## config.mk

```make
export PLATFORM = sky130hd
export DESIGN_NAME = switch_csr_indirect_access
export DESIGN_NICKNAME = d
export VERILOG_FILES = /design/src/inc/csr_bridge_pkg.sv /design/src/inc/fabric_req_if.sv /design/src/hw/axil_write_join.sv /design/src/hw/fabric_access_engine.sv /design/src/hw/switch_csr_indirect_access.sv
export SDC_FILE = /design/constraint.sdc
export NUM_CORES = 1
export LEC_CHECK = 0
export BUFFER_PORTS_ARGS = -buffer_cell sky130_fd_sc_hd__buf_2
export CAP_MARGIN = 10
export CORE_MARGIN = 2
export CORE_UTILIZATION = 52
export DETAILED_ROUTE_END_ITERATION = 16
export PLACE_DENSITY = 0.74
export RECOVER_POWER = 100
export SYNTH_ARGS = -nofsm -noshare
export SYNTH_HDL_FRONTEND = slang
export SYNTH_HIERARCHICAL = 1
export SYNTH_SLANG_ARGS = --single-unit
```

## constraint.sdc

```tcl
create_clock -name CLK -period 2.1 [get_ports CLK]
set_input_delay 0.105 -clock CLK [delete_from_list [all_inputs] [get_ports CLK]]
set_output_delay 0.105 -clock CLK [all_outputs]
set_load 0.1 [all_outputs]
```

## src/inc/csr_bridge_pkg.sv

```systemverilog
// Constants shared by the indirect fabric register access bridge.
//==============================================================================
// Summary of operation
// - Data register targets the indexed fabric register
// - Data read returns fabric data or last write
// - Writing pending bit launches one fabric access
// - Pending stays set until access completes
// - Read data valid when pending clears
// - Direction bit: zero writes, one reads
// - Step-up data write launches, then increments index
// - Step-up data read increments index, launches read
// - Step-down data write launches, then decrements index
// - Step-down data read decrements index, launches read
// - Step-up wins over step-down
// - Lane select gates fabric write bytes
// - Low sixteen command bits hold target index
package csr_bridge_pkg;

  //==============================================================================
  // Register map.
  localparam int           ADDR_W          = 12;
  localparam logic [11:0]  DATA_OFFSET     = 12'h1ac;
  localparam logic [11:0]  CMD_OFFSET      = 12'h1b0;

  //==============================================================================
  // Command register field positions.
  localparam int           PENDING_BIT     = 31;
  localparam int           RNW_BIT         = 30;
  localparam int           STEP_UP_BIT     = 29;
  localparam int           STEP_DOWN_BIT   = 28;
  localparam int           LANE_LSB        = 16;
  localparam int           LANE_W          = 4;
  localparam int           INDEX_LSB       = 0;
  localparam int           INDEX_W         = 16;

  //==============================================================================
  // Reset values.
  localparam logic [31:0]  DATA_RESET      = 32'h0000_0000;
  localparam logic [3:0]   LANE_RESET      = 4'h0;
  localparam logic [15:0]  INDEX_RESET     = 16'h0000;
  localparam logic [15:0]  INDEX_ONE       = 16'h0001;

  //==============================================================================
  // AXI4-Lite response codes.
  localparam logic [1:0]   RESP_OKAY       = 2'h0;
  localparam logic [1:0]   RESP_SLVERR     = 2'h2;

endpackage : csr_bridge_pkg

```

## src/inc/fabric_req_if.sv

```systemverilog
// Request and answer bundle between the bridge registers and the fabric engine.
`timescale 1ns/1ps
interface fabric_req_if;
  logic        start;
  logic        write;
  logic [15:0] index;
  logic [3:0]  lanes;
  logic [31:0] wdata;
  logic        done;
  logic [31:0] rdata;

  modport regs   (output start, write, index, lanes, wdata, input done, rdata);
  modport engine (input start, write, index, lanes, wdata, output done, rdata);
endinterface : fabric_req_if

```

## src/hw/axil_write_join.sv

```systemverilog
// Joins AXI4-Lite write address and write data that may arrive in either order.
`timescale 1ns/1ps
module axil_write_join
(
  input  wire logic        clk,
  input  wire logic        reset_n,
  input  wire logic [11:0] awaddr,
  input  wire logic        awvalid,
  output logic             awready,
  input  wire logic [31:0] wdata,
  input  wire logic [3:0]  wstrb,
  input  wire logic        wvalid,
  output logic             wready,
  output logic             pair_valid,
  output logic [11:0]      pair_addr,
  output logic [31:0]      pair_data,
  output logic [3:0]       pair_strb,
  input  wire logic        pair_take
);

  logic awready_reg;
  logic wready_reg;

  //==============================================================================
  // Each channel is held until the pair is consumed, which back-pressures the master.
  // Ready flags are flops of their own, so no gate follows them.
  assign awready    = awready_reg;
  assign wready     = wready_reg;
  assign pair_valid = ~awready_reg & ~wready_reg;

  // Address holding stage.
  always_ff @(posedge clk or negedge reset_n)
  begin
    if (!reset_n)
    begin
      awready_reg <= 1'b1;
      pair_addr   <= 12'h000;
    end
    else if (pair_take)
      awready_reg <= 1'b1;
    else if (awvalid && awready_reg)
    begin
      awready_reg <= 1'b0;
      pair_addr   <= awaddr;
    end
  end

  // Data holding stage.
  always_ff @(posedge clk or negedge reset_n)
  begin
    if (!reset_n)
    begin
      wready_reg <= 1'b1;
      pair_data  <= 32'h0000_0000;
      pair_strb  <= 4'h0;
    end
    else if (pair_take)
      wready_reg <= 1'b1;
    else if (wvalid && wready_reg)
    begin
      wready_reg <= 1'b0;
      pair_data  <= wdata;
      pair_strb  <= wstrb;
    end
  end

endmodule : axil_write_join

```

## src/hw/fabric_access_engine.sv

```systemverilog
// Runs one fabric register access at a time with a request held until acknowledge.
`timescale 1ns/1ps
module fabric_access_engine
(
  input  wire logic        clk,
  input  wire logic        reset_n,
  fabric_req_if.engine     req,
  output logic             fab_req,
  output logic             fab_write,
  output logic [15:0]      fab_index,
  output logic [3:0]       fab_lanes,
  output logic [31:0]      fab_wdata,
  input  wire logic        fab_ack,
  input  wire logic [31:0] fab_rdata
);

  typedef enum logic [1:0]
  {
    ST_IDLE = 2'b01,
    ST_BUSY = 2'b10
  } engine_state_t;

  engine_state_t state_reg;
  logic          done_reg;
  logic [31:0]   rdata_reg;

  assign req.done  = done_reg;
  assign req.rdata = rdata_reg;

  //==============================================================================
  // Sequencer: the request stays up until the fabric acknowledges it.
  always_ff @(posedge clk or negedge reset_n)
  begin
    if (!reset_n)
    begin
      state_reg <= ST_IDLE;
      fab_req   <= 1'b0;
      fab_write <= 1'b0;
      fab_index <= 16'h0000;
      fab_lanes <= 4'h0;
      fab_wdata <= 32'h0000_0000;
      done_reg  <= 1'b0;
      rdata_reg <= 32'h0000_0000;
    end
    else
    begin
      done_reg <= 1'b0;
      case (state_reg)
        ST_IDLE:
        begin
          if (req.start)
          begin
            state_reg <= ST_BUSY;
            fab_req   <= 1'b1;
            fab_write <= req.write;
            fab_index <= req.index;
            fab_lanes <= req.write ? req.lanes : 4'h0;
            fab_wdata <= req.wdata;
          end
        end
        ST_BUSY:
        begin
          if (fab_ack)
          begin
            state_reg <= ST_IDLE;
            fab_req   <= 1'b0;
            done_reg  <= 1'b1;
            if (!fab_write)
              rdata_reg <= fab_rdata;
          end
        end
        default:
        begin
          state_reg <= ST_IDLE;
          fab_req   <= 1'b0;
        end
      endcase
    end
  end

endmodule : fabric_access_engine

```

## src/hw/switch_csr_indirect_access.sv

```systemverilog
// Indirect data and command registers that reach the fabric register space over AXI4-Lite.
`timescale 1ns/1ps
module switch_csr_indirect_access
(
  input  wire logic        CLK,
  input  wire logic        RESET_N,
  input  wire logic [11:0] S_AXI_AWADDR,
  input  wire logic        S_AXI_AWVALID,
  output logic             S_AXI_AWREADY,
  input  wire logic [31:0] S_AXI_WDATA,
  input  wire logic [3:0]  S_AXI_WSTRB,
  input  wire logic        S_AXI_WVALID,
  output logic             S_AXI_WREADY,
  output logic [1:0]       S_AXI_BRESP,
  output logic             S_AXI_BVALID,
  input  wire logic        S_AXI_BREADY,
  input  wire logic [11:0] S_AXI_ARADDR,
  input  wire logic        S_AXI_ARVALID,
  output logic             S_AXI_ARREADY,
  output logic [31:0]      S_AXI_RDATA,
  output logic [1:0]       S_AXI_RRESP,
  output logic             S_AXI_RVALID,
  input  wire logic        S_AXI_RREADY,
  output logic             FAB_REQ,
  output logic             FAB_WRITE,
  output logic [15:0]      FAB_INDEX,
  output logic [3:0]       FAB_LANES,
  output logic [31:0]      FAB_WDATA,
  input  wire logic        FAB_ACK,
  input  wire logic [31:0] FAB_RDATA
);

  //==============================================================================
  // Helpers.

  // Selects register 0 (data) or 1 (command); bit 2 flags an unmapped address.
  // Only word addresses compare; the low two bits are ignored.
  function automatic logic [2:0] reg_select(input logic [11:0] addr);
    logic [2:0] sel;
    sel = 3'b100;
    if (addr[11:2] == csr_bridge_pkg::DATA_OFFSET[11:2])
      sel = 3'b001;
    else if (addr[11:2] == csr_bridge_pkg::CMD_OFFSET[11:2])
      sel = 3'b010;
    return sel;
  endfunction : reg_select

  // Merges a write into an old value under the byte strobes.
  // Shared by the data, command and fabric words.
  function automatic logic [31:0] strobe_merge(input logic [31:0] old_v, input logic [31:0] new_v,
                                               input logic [3:0] strb);
    logic [31:0] res;
    res = old_v;
    for (int i = 0; i < 4; i++)
      if (strb[i])
        res[8*i +: 8] = new_v[8*i +: 8];
    return res;
  endfunction : strobe_merge

  //==============================================================================
  // Declarations.

  // Register state.
  logic [31:0]  host_data_reg;
  logic [31:0]  fab_data_reg;
  logic         pending_reg;
  logic         rnw_reg;
  logic         step_up_reg;
  logic         step_down_reg;
  logic [3:0]   lanes_reg;
  logic [15:0]  index_reg;
  logic         post_step_reg;
  logic         post_up_reg;
  logic         bvalid_reg;
  logic [1:0]   bresp_reg;
  logic         arready_reg;
  logic         rvalid_reg;
  logic [31:0]  rdata_reg;
  logic [1:0]   rresp_reg;

  // Decode of the current cycle.
  logic         pair_valid;
  logic [11:0]  pair_addr;
  logic [31:0]  pair_data;
  logic [3:0]   pair_strb;
  logic         pair_take;
  logic [2:0]   wsel;
  logic [2:0]   rsel;
  logic         ar_take;
  logic [31:0]  cmd_view;
  logic [31:0]  cmd_new;
  logic         wr_data_hit;
  logic         wr_cmd_hit;
  logic         rd_data_hit;
  logic         stepping;
  logic         wr_launch;
  logic         rd_launch;
  logic [15:0]  index_next;
  logic [15:0]  index_step;

  // One launch goes out, one done pulse comes back.
  fabric_req_if fab_if ();

  //==============================================================================
  // Bus front end.

  // Address and data may arrive in either order.
  axil_write_join u_write_join
  (
    .clk        (CLK),
    .reset_n    (RESET_N),
    .awaddr     (S_AXI_AWADDR),
    .awvalid    (S_AXI_AWVALID),
    .awready    (S_AXI_AWREADY),
    .wdata      (S_AXI_WDATA),
    .wstrb      (S_AXI_WSTRB),
    .wvalid     (S_AXI_WVALID),
    .wready     (S_AXI_WREADY),
    .pair_valid (pair_valid),
    .pair_addr  (pair_addr),
    .pair_data  (pair_data),
    .pair_strb  (pair_strb),
    .pair_take  (pair_take)
  );

  // A pair is taken only when no write response is still outstanding.
  // At most one write is in flight.
  assign pair_take     = pair_valid & ~bvalid_reg;
  assign ar_take       = S_AXI_ARVALID & arready_reg;
  assign wsel          = reg_select(pair_addr);
  assign rsel          = reg_select(S_AXI_ARADDR);
  // Response outputs come straight from registers.
  assign S_AXI_BVALID  = bvalid_reg;
  assign S_AXI_BRESP   = bresp_reg;
  assign S_AXI_ARREADY = arready_reg;
  assign S_AXI_RVALID  = rvalid_reg;
  assign S_AXI_RDATA   = rdata_reg;
  assign S_AXI_RRESP   = rresp_reg;

  // Live command view and its strobe-merged update.
  // Bits 27:20 read as zero and ignore writes.
  assign cmd_view = {pending_reg, rnw_reg, step_up_reg, step_down_reg, 8'h00, lanes_reg, index_reg};
  assign cmd_new  = strobe_merge(cmd_view, pair_data, pair_strb);

  //==============================================================================
  // Launch decisions; writes arriving while an access runs are dropped.
  // A dropped write still answers OKAY, so software
  // polls the pending bit instead.
  assign stepping    = step_up_reg | step_down_reg;
  assign wr_data_hit = pair_take & wsel[0] & ~pending_reg;
  assign wr_cmd_hit  = pair_take & wsel[1] & ~pending_reg;
  assign rd_data_hit = ar_take & rsel[0] & ~pending_reg;
  assign wr_launch   = (wr_cmd_hit & cmd_new[csr_bridge_pkg::PENDING_BIT]) | (wr_data_hit & stepping);
  // A read launch yields to a same-cycle write.
  assign rd_launch   = rd_data_hit & stepping & ~wr_launch & ~wr_cmd_hit;
  // Step-up takes precedence over step-down and the index wraps naturally.
  // Reads step at launch, writes at completion.
  assign index_step  = step_up_reg ? (index_reg + csr_bridge_pkg::INDEX_ONE)
                                   : (index_reg - csr_bridge_pkg::INDEX_ONE);
  assign index_next  = rd_launch ? index_step
                     : (wr_cmd_hit ? cmd_new[csr_bridge_pkg::INDEX_LSB +: csr_bridge_pkg::INDEX_W] : index_reg);

  // A launching command write uses its new fields.
  assign fab_if.start = wr_launch | rd_launch;
  assign fab_if.write = wr_cmd_hit ? ~cmd_new[csr_bridge_pkg::RNW_BIT] : ~rnw_reg;
  assign fab_if.index = index_next;
  assign fab_if.lanes = wr_cmd_hit ? cmd_new[csr_bridge_pkg::LANE_LSB +: csr_bridge_pkg::LANE_W] : lanes_reg;
  assign fab_if.wdata = wr_data_hit ? strobe_merge(host_data_reg, pair_data, pair_strb) : host_data_reg;

  // The engine holds the fabric fields stable.
  fabric_access_engine u_engine
  (
    .clk       (CLK),
    .reset_n   (RESET_N),
    .req       (fab_if),
    .fab_req   (FAB_REQ),
    .fab_write (FAB_WRITE),
    .fab_index (FAB_INDEX),
    .fab_lanes (FAB_LANES),
    .fab_wdata (FAB_WDATA),
    .fab_ack   (FAB_ACK),
    .fab_rdata (FAB_RDATA)
  );

  //==============================================================================
  // Host data register keeps the last value software wrote.
  // Ignored while pending, so the word stays put.
  always_ff @(posedge CLK or negedge RESET_N)
  begin
    if (!RESET_N)
      host_data_reg <= csr_bridge_pkg::DATA_RESET;
    else if (wr_data_hit)
      host_data_reg <= fab_if.wdata;
  end

  // Fabric read data is captured on completion, so it is ready when pending drops.
  // The done pulse follows acknowledge by one edge.
  always_ff @(posedge CLK or negedge RESET_N)
  begin
    if (!RESET_N)
      fab_data_reg <= csr_bridge_pkg::DATA_RESET;
    else if (fab_if.done && !FAB_WRITE)
      fab_data_reg <= fab_if.rdata;
  end

  // Command fields, the pending flag and the index stepping.
  // The step direction is latched at launch, so the
  // completion step never depends on later bits.
  always_ff @(posedge CLK or negedge RESET_N)
  begin
    if (!RESET_N)
    begin
      pending_reg   <= 1'b0;
      rnw_reg       <= 1'b0;
      step_up_reg   <= 1'b0;
      step_down_reg <= 1'b0;
      lanes_reg     <= csr_bridge_pkg::LANE_RESET;
      index_reg     <= csr_bridge_pkg::INDEX_RESET;
      post_step_reg <= 1'b0;
      post_up_reg   <= 1'b0;
    end
    else
    begin
      if (wr_cmd_hit)
      begin
        rnw_reg       <= cmd_new[csr_bridge_pkg::RNW_BIT];
        step_up_reg   <= cmd_new[csr_bridge_pkg::STEP_UP_BIT];
        step_down_reg <= cmd_new[csr_bridge_pkg::STEP_DOWN_BIT];
        lanes_reg     <= cmd_new[csr_bridge_pkg::LANE_LSB +: csr_bridge_pkg::LANE_W];
      end
      // Command writes and stepping reads move it now.
      index_reg <= index_next;
      // Launch and done never share a cycle.
      if (fab_if.start)
      begin
        pending_reg   <= 1'b1;
        // Only a stepping data write moves the index after it completes.
        post_step_reg <= wr_data_hit & stepping;
        post_up_reg   <= step_up_reg;
      end
      else if (fab_if.done)
      begin
        pending_reg   <= 1'b0;
        post_step_reg <= 1'b0;
        if (post_step_reg)
          index_reg <= post_up_reg ? (index_reg + csr_bridge_pkg::INDEX_ONE)
                                   : (index_reg - csr_bridge_pkg::INDEX_ONE);
      end
    end
  end

  //==============================================================================
  // Write response channel; unmapped addresses answer with a slave error.
  // Responses appear one cycle after the pair.
  always_ff @(posedge CLK or negedge RESET_N)
  begin
    if (!RESET_N)
    begin
      bvalid_reg <= 1'b0;
      bresp_reg  <= csr_bridge_pkg::RESP_OKAY;
    end
    else if (pair_take)
    begin
      bvalid_reg <= 1'b1;
      bresp_reg  <= wsel[2] ? csr_bridge_pkg::RESP_SLVERR : csr_bridge_pkg::RESP_OKAY;
    end
    // A standing response is never overwritten.
    else if (S_AXI_BREADY)
      bvalid_reg <= 1'b0;
  end

  // Read channel: one read at a time, data sampled at address acceptance.
  // A stepping read returns the previous word, not
  // the one it launches, so a burst's first is stale.
  always_ff @(posedge CLK or negedge RESET_N)
  begin
    if (!RESET_N)
    begin
      arready_reg <= 1'b0;
      rvalid_reg  <= 1'b0;
      rdata_reg   <= 32'h0000_0000;
      rresp_reg   <= csr_bridge_pkg::RESP_OKAY;
    end
    else if (ar_take)
    begin
      arready_reg <= 1'b0;
      rvalid_reg  <= 1'b1;
      rresp_reg   <= rsel[2] ? csr_bridge_pkg::RESP_SLVERR : csr_bridge_pkg::RESP_OKAY;
      // Unmapped reads answer zero with an error.
      if (rsel[0])
        rdata_reg <= rnw_reg ? fab_data_reg : host_data_reg;
      else if (rsel[1])
        rdata_reg <= cmd_view;
      else
        rdata_reg <= 32'h0000_0000;
    end
    else if (rvalid_reg && S_AXI_RREADY)
    begin
      rvalid_reg  <= 1'b0;
      arready_reg <= 1'b1;
    end
    // Ready returns once no response stands.
    else if (!rvalid_reg)
      arready_reg <= 1'b1;
  end

endmodule : switch_csr_indirect_access

```

After elaboration in Yosys (flattened, before gate mapping)
Cells that the tools add are included.
{"block": "totals", "register_bits": 268, "in_bits": 100, "output_inout_bits": 95, "word_cells": 133}
{"block": "classes", "n_addsub": 2, "eq_ne": 9, "mux": 50, "bitwise": 27, "reduce_logical": 16}
{"op": "32-bit 2-to-1 mux", "n": 4}
{"op": "16-bit 2-to-1 mux", "n": 7}
{"op": "8-bit 2-to-1 mux", "n": 7}
{"op": "10-bit by 7-bit equality test with 1-bit output (second input constant)", "n": 4}
{"op": "1-bit 2-to-1 mux", "n": 19}
{"op": "16-bit by 1-bit adder with 16-bit output (second input constant)", "n": 1}
{"op": "16-bit by 1-bit subtractor with 16-bit output (second input constant)", "n": 1}
{"op": "1-bit bitwise AND", "n": 14}
{"op": "3-bit 2-to-1 mux", "n": 4}
{"op": "4-bit 2-to-1 mux", "n": 3}
{"op": "1-bit inverter", "n": 10}
{"op": "2-bit AND reduction", "n": 5}
{"op": "2-bit nonzero test", "n": 5}
{"op": "2-bit 2-to-1 mux", "n": 4}
{"op": "1-bit logical AND", "n": 4}
{"op": "2-bit != test (second input constant)", "n": 2}
{"op": "2-bit one-hot mux with 2 select lines", "n": 1}
{"op": "3-bit by 1-bit != test with 1-bit output (second input constant)", "n": 1}
{"op": "1-bit OR", "n": 3}
{"op": "3-bit AND reduction", "n": 1}
{"op": "2-bit by 1-bit equality test with 1-bit output (second input constant)", "n": 1}
{"op": "2-bit equality test (second input constant)", "n": 1}
{"op": "1-bit one-hot mux with 2 select lines", "n": 1}
{"op": "1-bit zero test", "n": 1}

Logic depth before layout (Yosys ltp)
{"block": "depth", "ltp_word": 14, "mapped_depth": 10}

Cells and area by module
The synthesis kept the hierarchy.
{"module": "switch_csr_indirect_access", "instances": 1, "cells_per_inst": 690, "area_each_um2": 7277.0, "seq_area_each_um2": 3178.0}
{"module": "fabric_access_engine", "instances": 1, "cells_per_inst": 198, "area_each_um2": 3483.3, "seq_area_each_um2": 2203.4}
{"module": "axil_write_join", "instances": 1, "cells_per_inst": 110, "area_each_um2": 2053.2, "seq_area_each_um2": 1253.7}

Worst setup path before layout
Ideal clock, no wire load.
{"block": "synth_path", "path_kind": "flip-flop to flip-flop", "start": "reg bvalid_reg (netlist: S_AXI_BVALID)", "end": "reg u_engine.fab_wdata[1]", "arrival_ns": 2.605, "required_ns": 1.974, "path_slack_ns": -0.631, "path_stages_with_launch": 7, "synth_period_minus_slack_ns": 2.731, "path_cell_list": "dfrtp_1 nand2b_1 nor4_2 nand2_1 clkbuf_1 mux2_1 mux2_2"}
{"block": "synth_via", "word_cells_on_any_way": 16, "cone_classes": "mux (1); bitwise (14); reduce/logical (1)"}
{"element": "start, declared", "line_no": "switch_csr_indirect_access.sv:74", "text": "logic bvalid_reg;"}
{"element": "start signal, assigned", "line_no": "switch_csr_indirect_access.sv:259", "text": "bvalid_reg <= 1'b0;"}
{"element": "start signal, assigned", "line_no": "switch_csr_indirect_access.sv:264", "text": "bvalid_reg <= 1'b1;"}
{"element": "start signal, assigned", "line_no": "switch_csr_indirect_access.sv:269", "text": "bvalid_reg <= 1'b0;"}
{"element": "1-bit inverter", "line_no": "switch_csr_indirect_access.sv:128", "text": "assign pair_take = pair_valid & ~bvalid_reg;"}
{"element": "1-bit bitwise AND", "line_no": "switch_csr_indirect_access.sv:128"}
{"element": "1-bit bitwise AND (2 in a row)", "line_no": "switch_csr_indirect_access.sv:150", "text": "assign wr_data_hit = pair_take & wsel[0] & ~pending_reg;"}
{"element": "32-bit 2-to-1 mux", "line_no": "switch_csr_indirect_access.sv:168", "text": "assign fab_if.wdata = wr_data_hit ? strobe_merge(host_data_reg, pair_data, pair_strb) : host_data_reg;"}
{"element": "net fab_if.wdata[1]", "line_no": "fabric_req_if.sv:8", "text": "logic [31:0] wdata;"}
{"element": "end signal, assigned", "line_no": "fabric_access_engine.sv:58", "text": "fab_wdata <= req.wdata;"}
{"element": "end, declared", "line_no": "fabric_access_engine.sv:12", "text": "output logic [31:0] fab_wdata,"}
The timed path passes the listed nets, and every way through them passes these cells.
A chain may end at the register's enable or synchronous reset.

Worst setup path after layout
{"block": "layout_path", "start": "reg u_write_join.pair_addr[2]", "end": "reg u_engine.fab_index[2]"}
{"block": "layout_via", "word_cells_on_any_way": 19, "cone_classes": "eq/ne (2); mux (4); bitwise (12); reduce/logical (1)"}
{"element": "start, declared", "line_no": "axil_write_join.sv:15", "text": "output logic [11:0] pair_addr,"}
{"element": "start signal, assigned", "line_no": "axil_write_join.sv:44", "text": "pair_addr <= awaddr;"}
{"element": "10-bit by 7-bit equality test with 1-bit output", "line_no": "switch_csr_indirect_access.sv:43", "text": "else if (addr[11:2] == csr_bridge_pkg::CMD_OFFSET[11:2])"}
{"element": "3-bit 2-to-1 mux", "line_no": "switch_csr_indirect_access.sv:43"}
{"element": "3-bit 2-to-1 mux (*)", "line_no": "switch_csr_indirect_access.sv:41", "text": "if (addr[11:2] == csr_bridge_pkg::DATA_OFFSET[11:2])"}
{"element": "1-bit bitwise AND (2 in a row)", "line_no": "switch_csr_indirect_access.sv:151", "text": "assign wr_cmd_hit = pair_take & wsel[1] & ~pending_reg;"}
{"element": "1-bit bitwise AND", "line_no": "switch_csr_indirect_access.sv:153", "text": "assign wr_launch = (wr_cmd_hit & cmd_new[csr_bridge_pkg::PENDING_BIT]) | (wr_data_hit & stepping);"}
{"element": "1-bit OR", "line_no": "switch_csr_indirect_access.sv:153"}
{"element": "1-bit inverter", "line_no": "switch_csr_indirect_access.sv:155", "text": "assign rd_launch = rd_data_hit & stepping & ~wr_launch & ~wr_cmd_hit;"}
{"element": "1-bit bitwise AND (2 in a row)", "line_no": "switch_csr_indirect_access.sv:155"}
{"element": "16-bit 2-to-1 mux (*)", "line_no": "switch_csr_indirect_access.sv:160", "text": "assign index_next = rd_launch ? index_step"}
{"element": "net fab_if.index[2]", "line_no": "fabric_req_if.sv:6", "text": "logic [15:0] index;"}
{"element": "end signal, assigned", "line_no": "fabric_access_engine.sv:56", "text": "fab_index <= req.index;"}
{"element": "end, declared", "line_no": "fabric_access_engine.sv:10", "text": "output logic [15:0] fab_index,"}
The timed path passes the listed nets; every way through them passes the cells marked *.

==> summary.txt <==
CTS
  • CTS tree: done
  • Root buf cell: clkbuf_16
  • H-Tree Level Count: 1
  • CTS max path bufs: 3
  • CTS clock-pin slew for the worst setup and hold paths: 0.07 ns
  • Clk Latency, worst-skew pair: 0.55 ns
  • CTS buffer count: 28
  • Clock sinks: 263

GRT
  • Tot GR Track Use: 28.4%
  • GRT overflow: 0
  • Number of antenna violations at the first check in global routing: 0
  • Vias in the first global route: 10500
  • First-pass GRT wire length: 58000 microns
  • Largest net degree at the start of global routing: 84

Setup path
  • Crit Path Class: register to register
  • Arrival time at the worst endpoint: 2.94 ns
  • Req. time, crit path: 2.59 ns
  • CP Launch Type: register
  • Maximum fanout along the worst path: 7
  • R2R depth: 8
  • CP endpoint kind: register
  • Reg2Reg Setup Slack: -0.35 ns
  • R2r endpoint: u_engine/fab_index[2]
  • FF-to-FF Start: u_write_join/pair_addr[2]

Job
  • MaxCap Viol Count: 0

Power
  • Peak VDD IR: 0.000559 V
  • Total Power: 14900 uW
  • Logic gate share of total power: 20.3%
  • Leakage: 0.00870 uW
  • Sequential share of power: 43.0%
  • P_int: 10600 uW
  • Clock Power Share: 36.7%
  • Pwr dens: 830 mW/mm^2
  • Sw Pwr: 4300 uW
  • Sw frac: 28.9%

Route
  • Initial DRC count: 777
  • Avg Vias per Cell: 5.83
  • Final antenna-violating net count: 0
  • Via count: 10300
  • Wire length per cell: 22.7 microns
  • Total length of routed wires: 40000 microns
  • Residual DRC count: 0
  • Pre-antenna DRT Iters: 7

Timing
  • Final setup viols: 137
  • Worst Tran Pin Value: 1.45 ns
  • Final Slew Violations: 0
  • Worst Clk Skew: 0.0109 ns
  • Period utilisation layout: 117%
  • Final hold vios: 0
  • Fin worst setup slack: -0.350 ns
  • RSZ-0062 raised after global routing: true
  • Achievable Freq: 408 MHz
  • Final min period: 2.45 ns
  • Worst slew margin: 3.08%

Placement
  • Dpl hpwl: 22700 microns
  • Cell Area, Placed: 0.0149 sq mm
  • Inst Count DP: 1559
  • Placer Congestion: 0.900
  • Port Buffers: 188

Final layout
  • Non-Filler Instances: 1762
  • Post-route cell area: 0.0179 sq mm
  • # diodes: 0
  • Layout cells sized above 1: 51.1%
  • Fin util: 74.2%
  • Commonest non-fill, non-tap cell in the layout: dfrtp_1
  • Area added between synthesis and finish: 40.7%
  • Nets: 1519
  • Commonest non-fill, non-tap cells in the layout: dfrtp_1 (253), mux2_2 (165), buf_2 (101), buf_4 (101), clkbuf_2 (89)

Outcome
  • Failing checks: setup timing
  • Outcome: finished, violations left

Yosys
  • Ys Warns: 6
  • Syn Inst Count: 994
  • Cell Area, Synth: 0.0127 sq mm
  • Synth Area per Inst: 12.8 sq um

Worst hold path
  • Hold Path End: S_AXI_RDATA[30]
  • Hold Crit Class: primary input to register
  • Hold path depth: 4
  • Hold Crit Start: S_AXI_ARADDR[2]

Floorplan
  • CORE AREA: 0.0242 sq mm
  • # rows: 57
  • Die Ht: 161 microns
  • Number of primary I/O pins: 195
  • Initial Util: 52.7%
  • Die area: 0.0258 sq mm
  • Die X: 161 microns
repair_timing:
item                                    CTS  global route
hold buffers                             87             0
endpoints found under the setup margin   81           121
setup buffers                            23            34
endpoints found under the hold margin   347             0
pin swaps                                13            17
cloned                                    6             9
resized for setup                        76            82
routing by layer:
layer | global-route usage [%] | routed length, microns | vias up
met4 | 9.83 | 1650 | 0
met1 | 36.1 | 15800 | 5203
li1 | - | - | 4465
met3 | 4.86 | 2680 | 120
met5 | 0 | 0 | -
met2 | 49.5 | 19800 | 477
how the worst max path moves through the flow:
stage                                    startpoint  depth (start not counted)                      to  slack, ns
after floorplan                u_write_join/awready                          9            index_reg[9]      -0.24
after global placement    u_write_join/pair_addr[3]                          6   u_engine/fab_index[3]      -0.24
after detailed placement  u_write_join/pair_addr[3]                          6   u_engine/fab_index[3]      -0.30
after CTS                      u_write_join/awready                          8            index_reg[1]      -0.19
after global routing      u_write_join/pair_addr[6]                         10  u_engine/fab_index[10]      -0.41
final                     u_write_join/pair_addr[2]                          8   u_engine/fab_index[2]      -0.35
power groups by stage:
| stage | combinational [uW] | clock [uW] | sequential (uW) |
|---|---|---|---|
| floorplan | 1430 | 0 | 6450 |
| global placement | 2350 | 0 | 6290 |
| detailed placement | 2410 | 0 | 6330 |
| CTS | 2750 | 5510 | 6280 |
| global route | 3140 | 5700 | 6460 |
| finish | 3020 | 5460 | 6400 |
critical path, cell delays in order, from the launching register on:
cell and delay (ns):
dfrtp_2 0.46, or3b_4 0.46, a2111oi_4 0.42, buf_4 0.23, or3_4 0.19, buf_12 0.14
nor2_2 0.05, a21oi_1 0.22, mux2_2 0.21
cell type report:
| type | instances | area, sq um |
|---|---|---|
| multi-input cells | 652 | 6100 |
| flip-flops and latches | 263 | 6610 |
| inverters | 14 | 53.8 |
| repair buffers | 458 | 3730 |
| well taps | 324 | 405 |
| clock buffers | 34 | 763 |
| fillers | 1478 | 6250 |
| clock inverters | 17 | 260 |
stage by stage:
step / setup slack, ns / TNS, ns / hold slack (ns)
detailed placement: -0.296 / -13.02 / 0.0698
global placement: -0.235 / -9.62 / 0.0715
finish: -0.350 / -30.14 / 0.0735
CTS: -0.188 / -9.16 / 0.0323
floorplan: -0.241 / -12.34 / -0.191
global route: -0.405 / -49.73 / 0.0869
No activity file was read; power rests on OpenSTA's default activity.
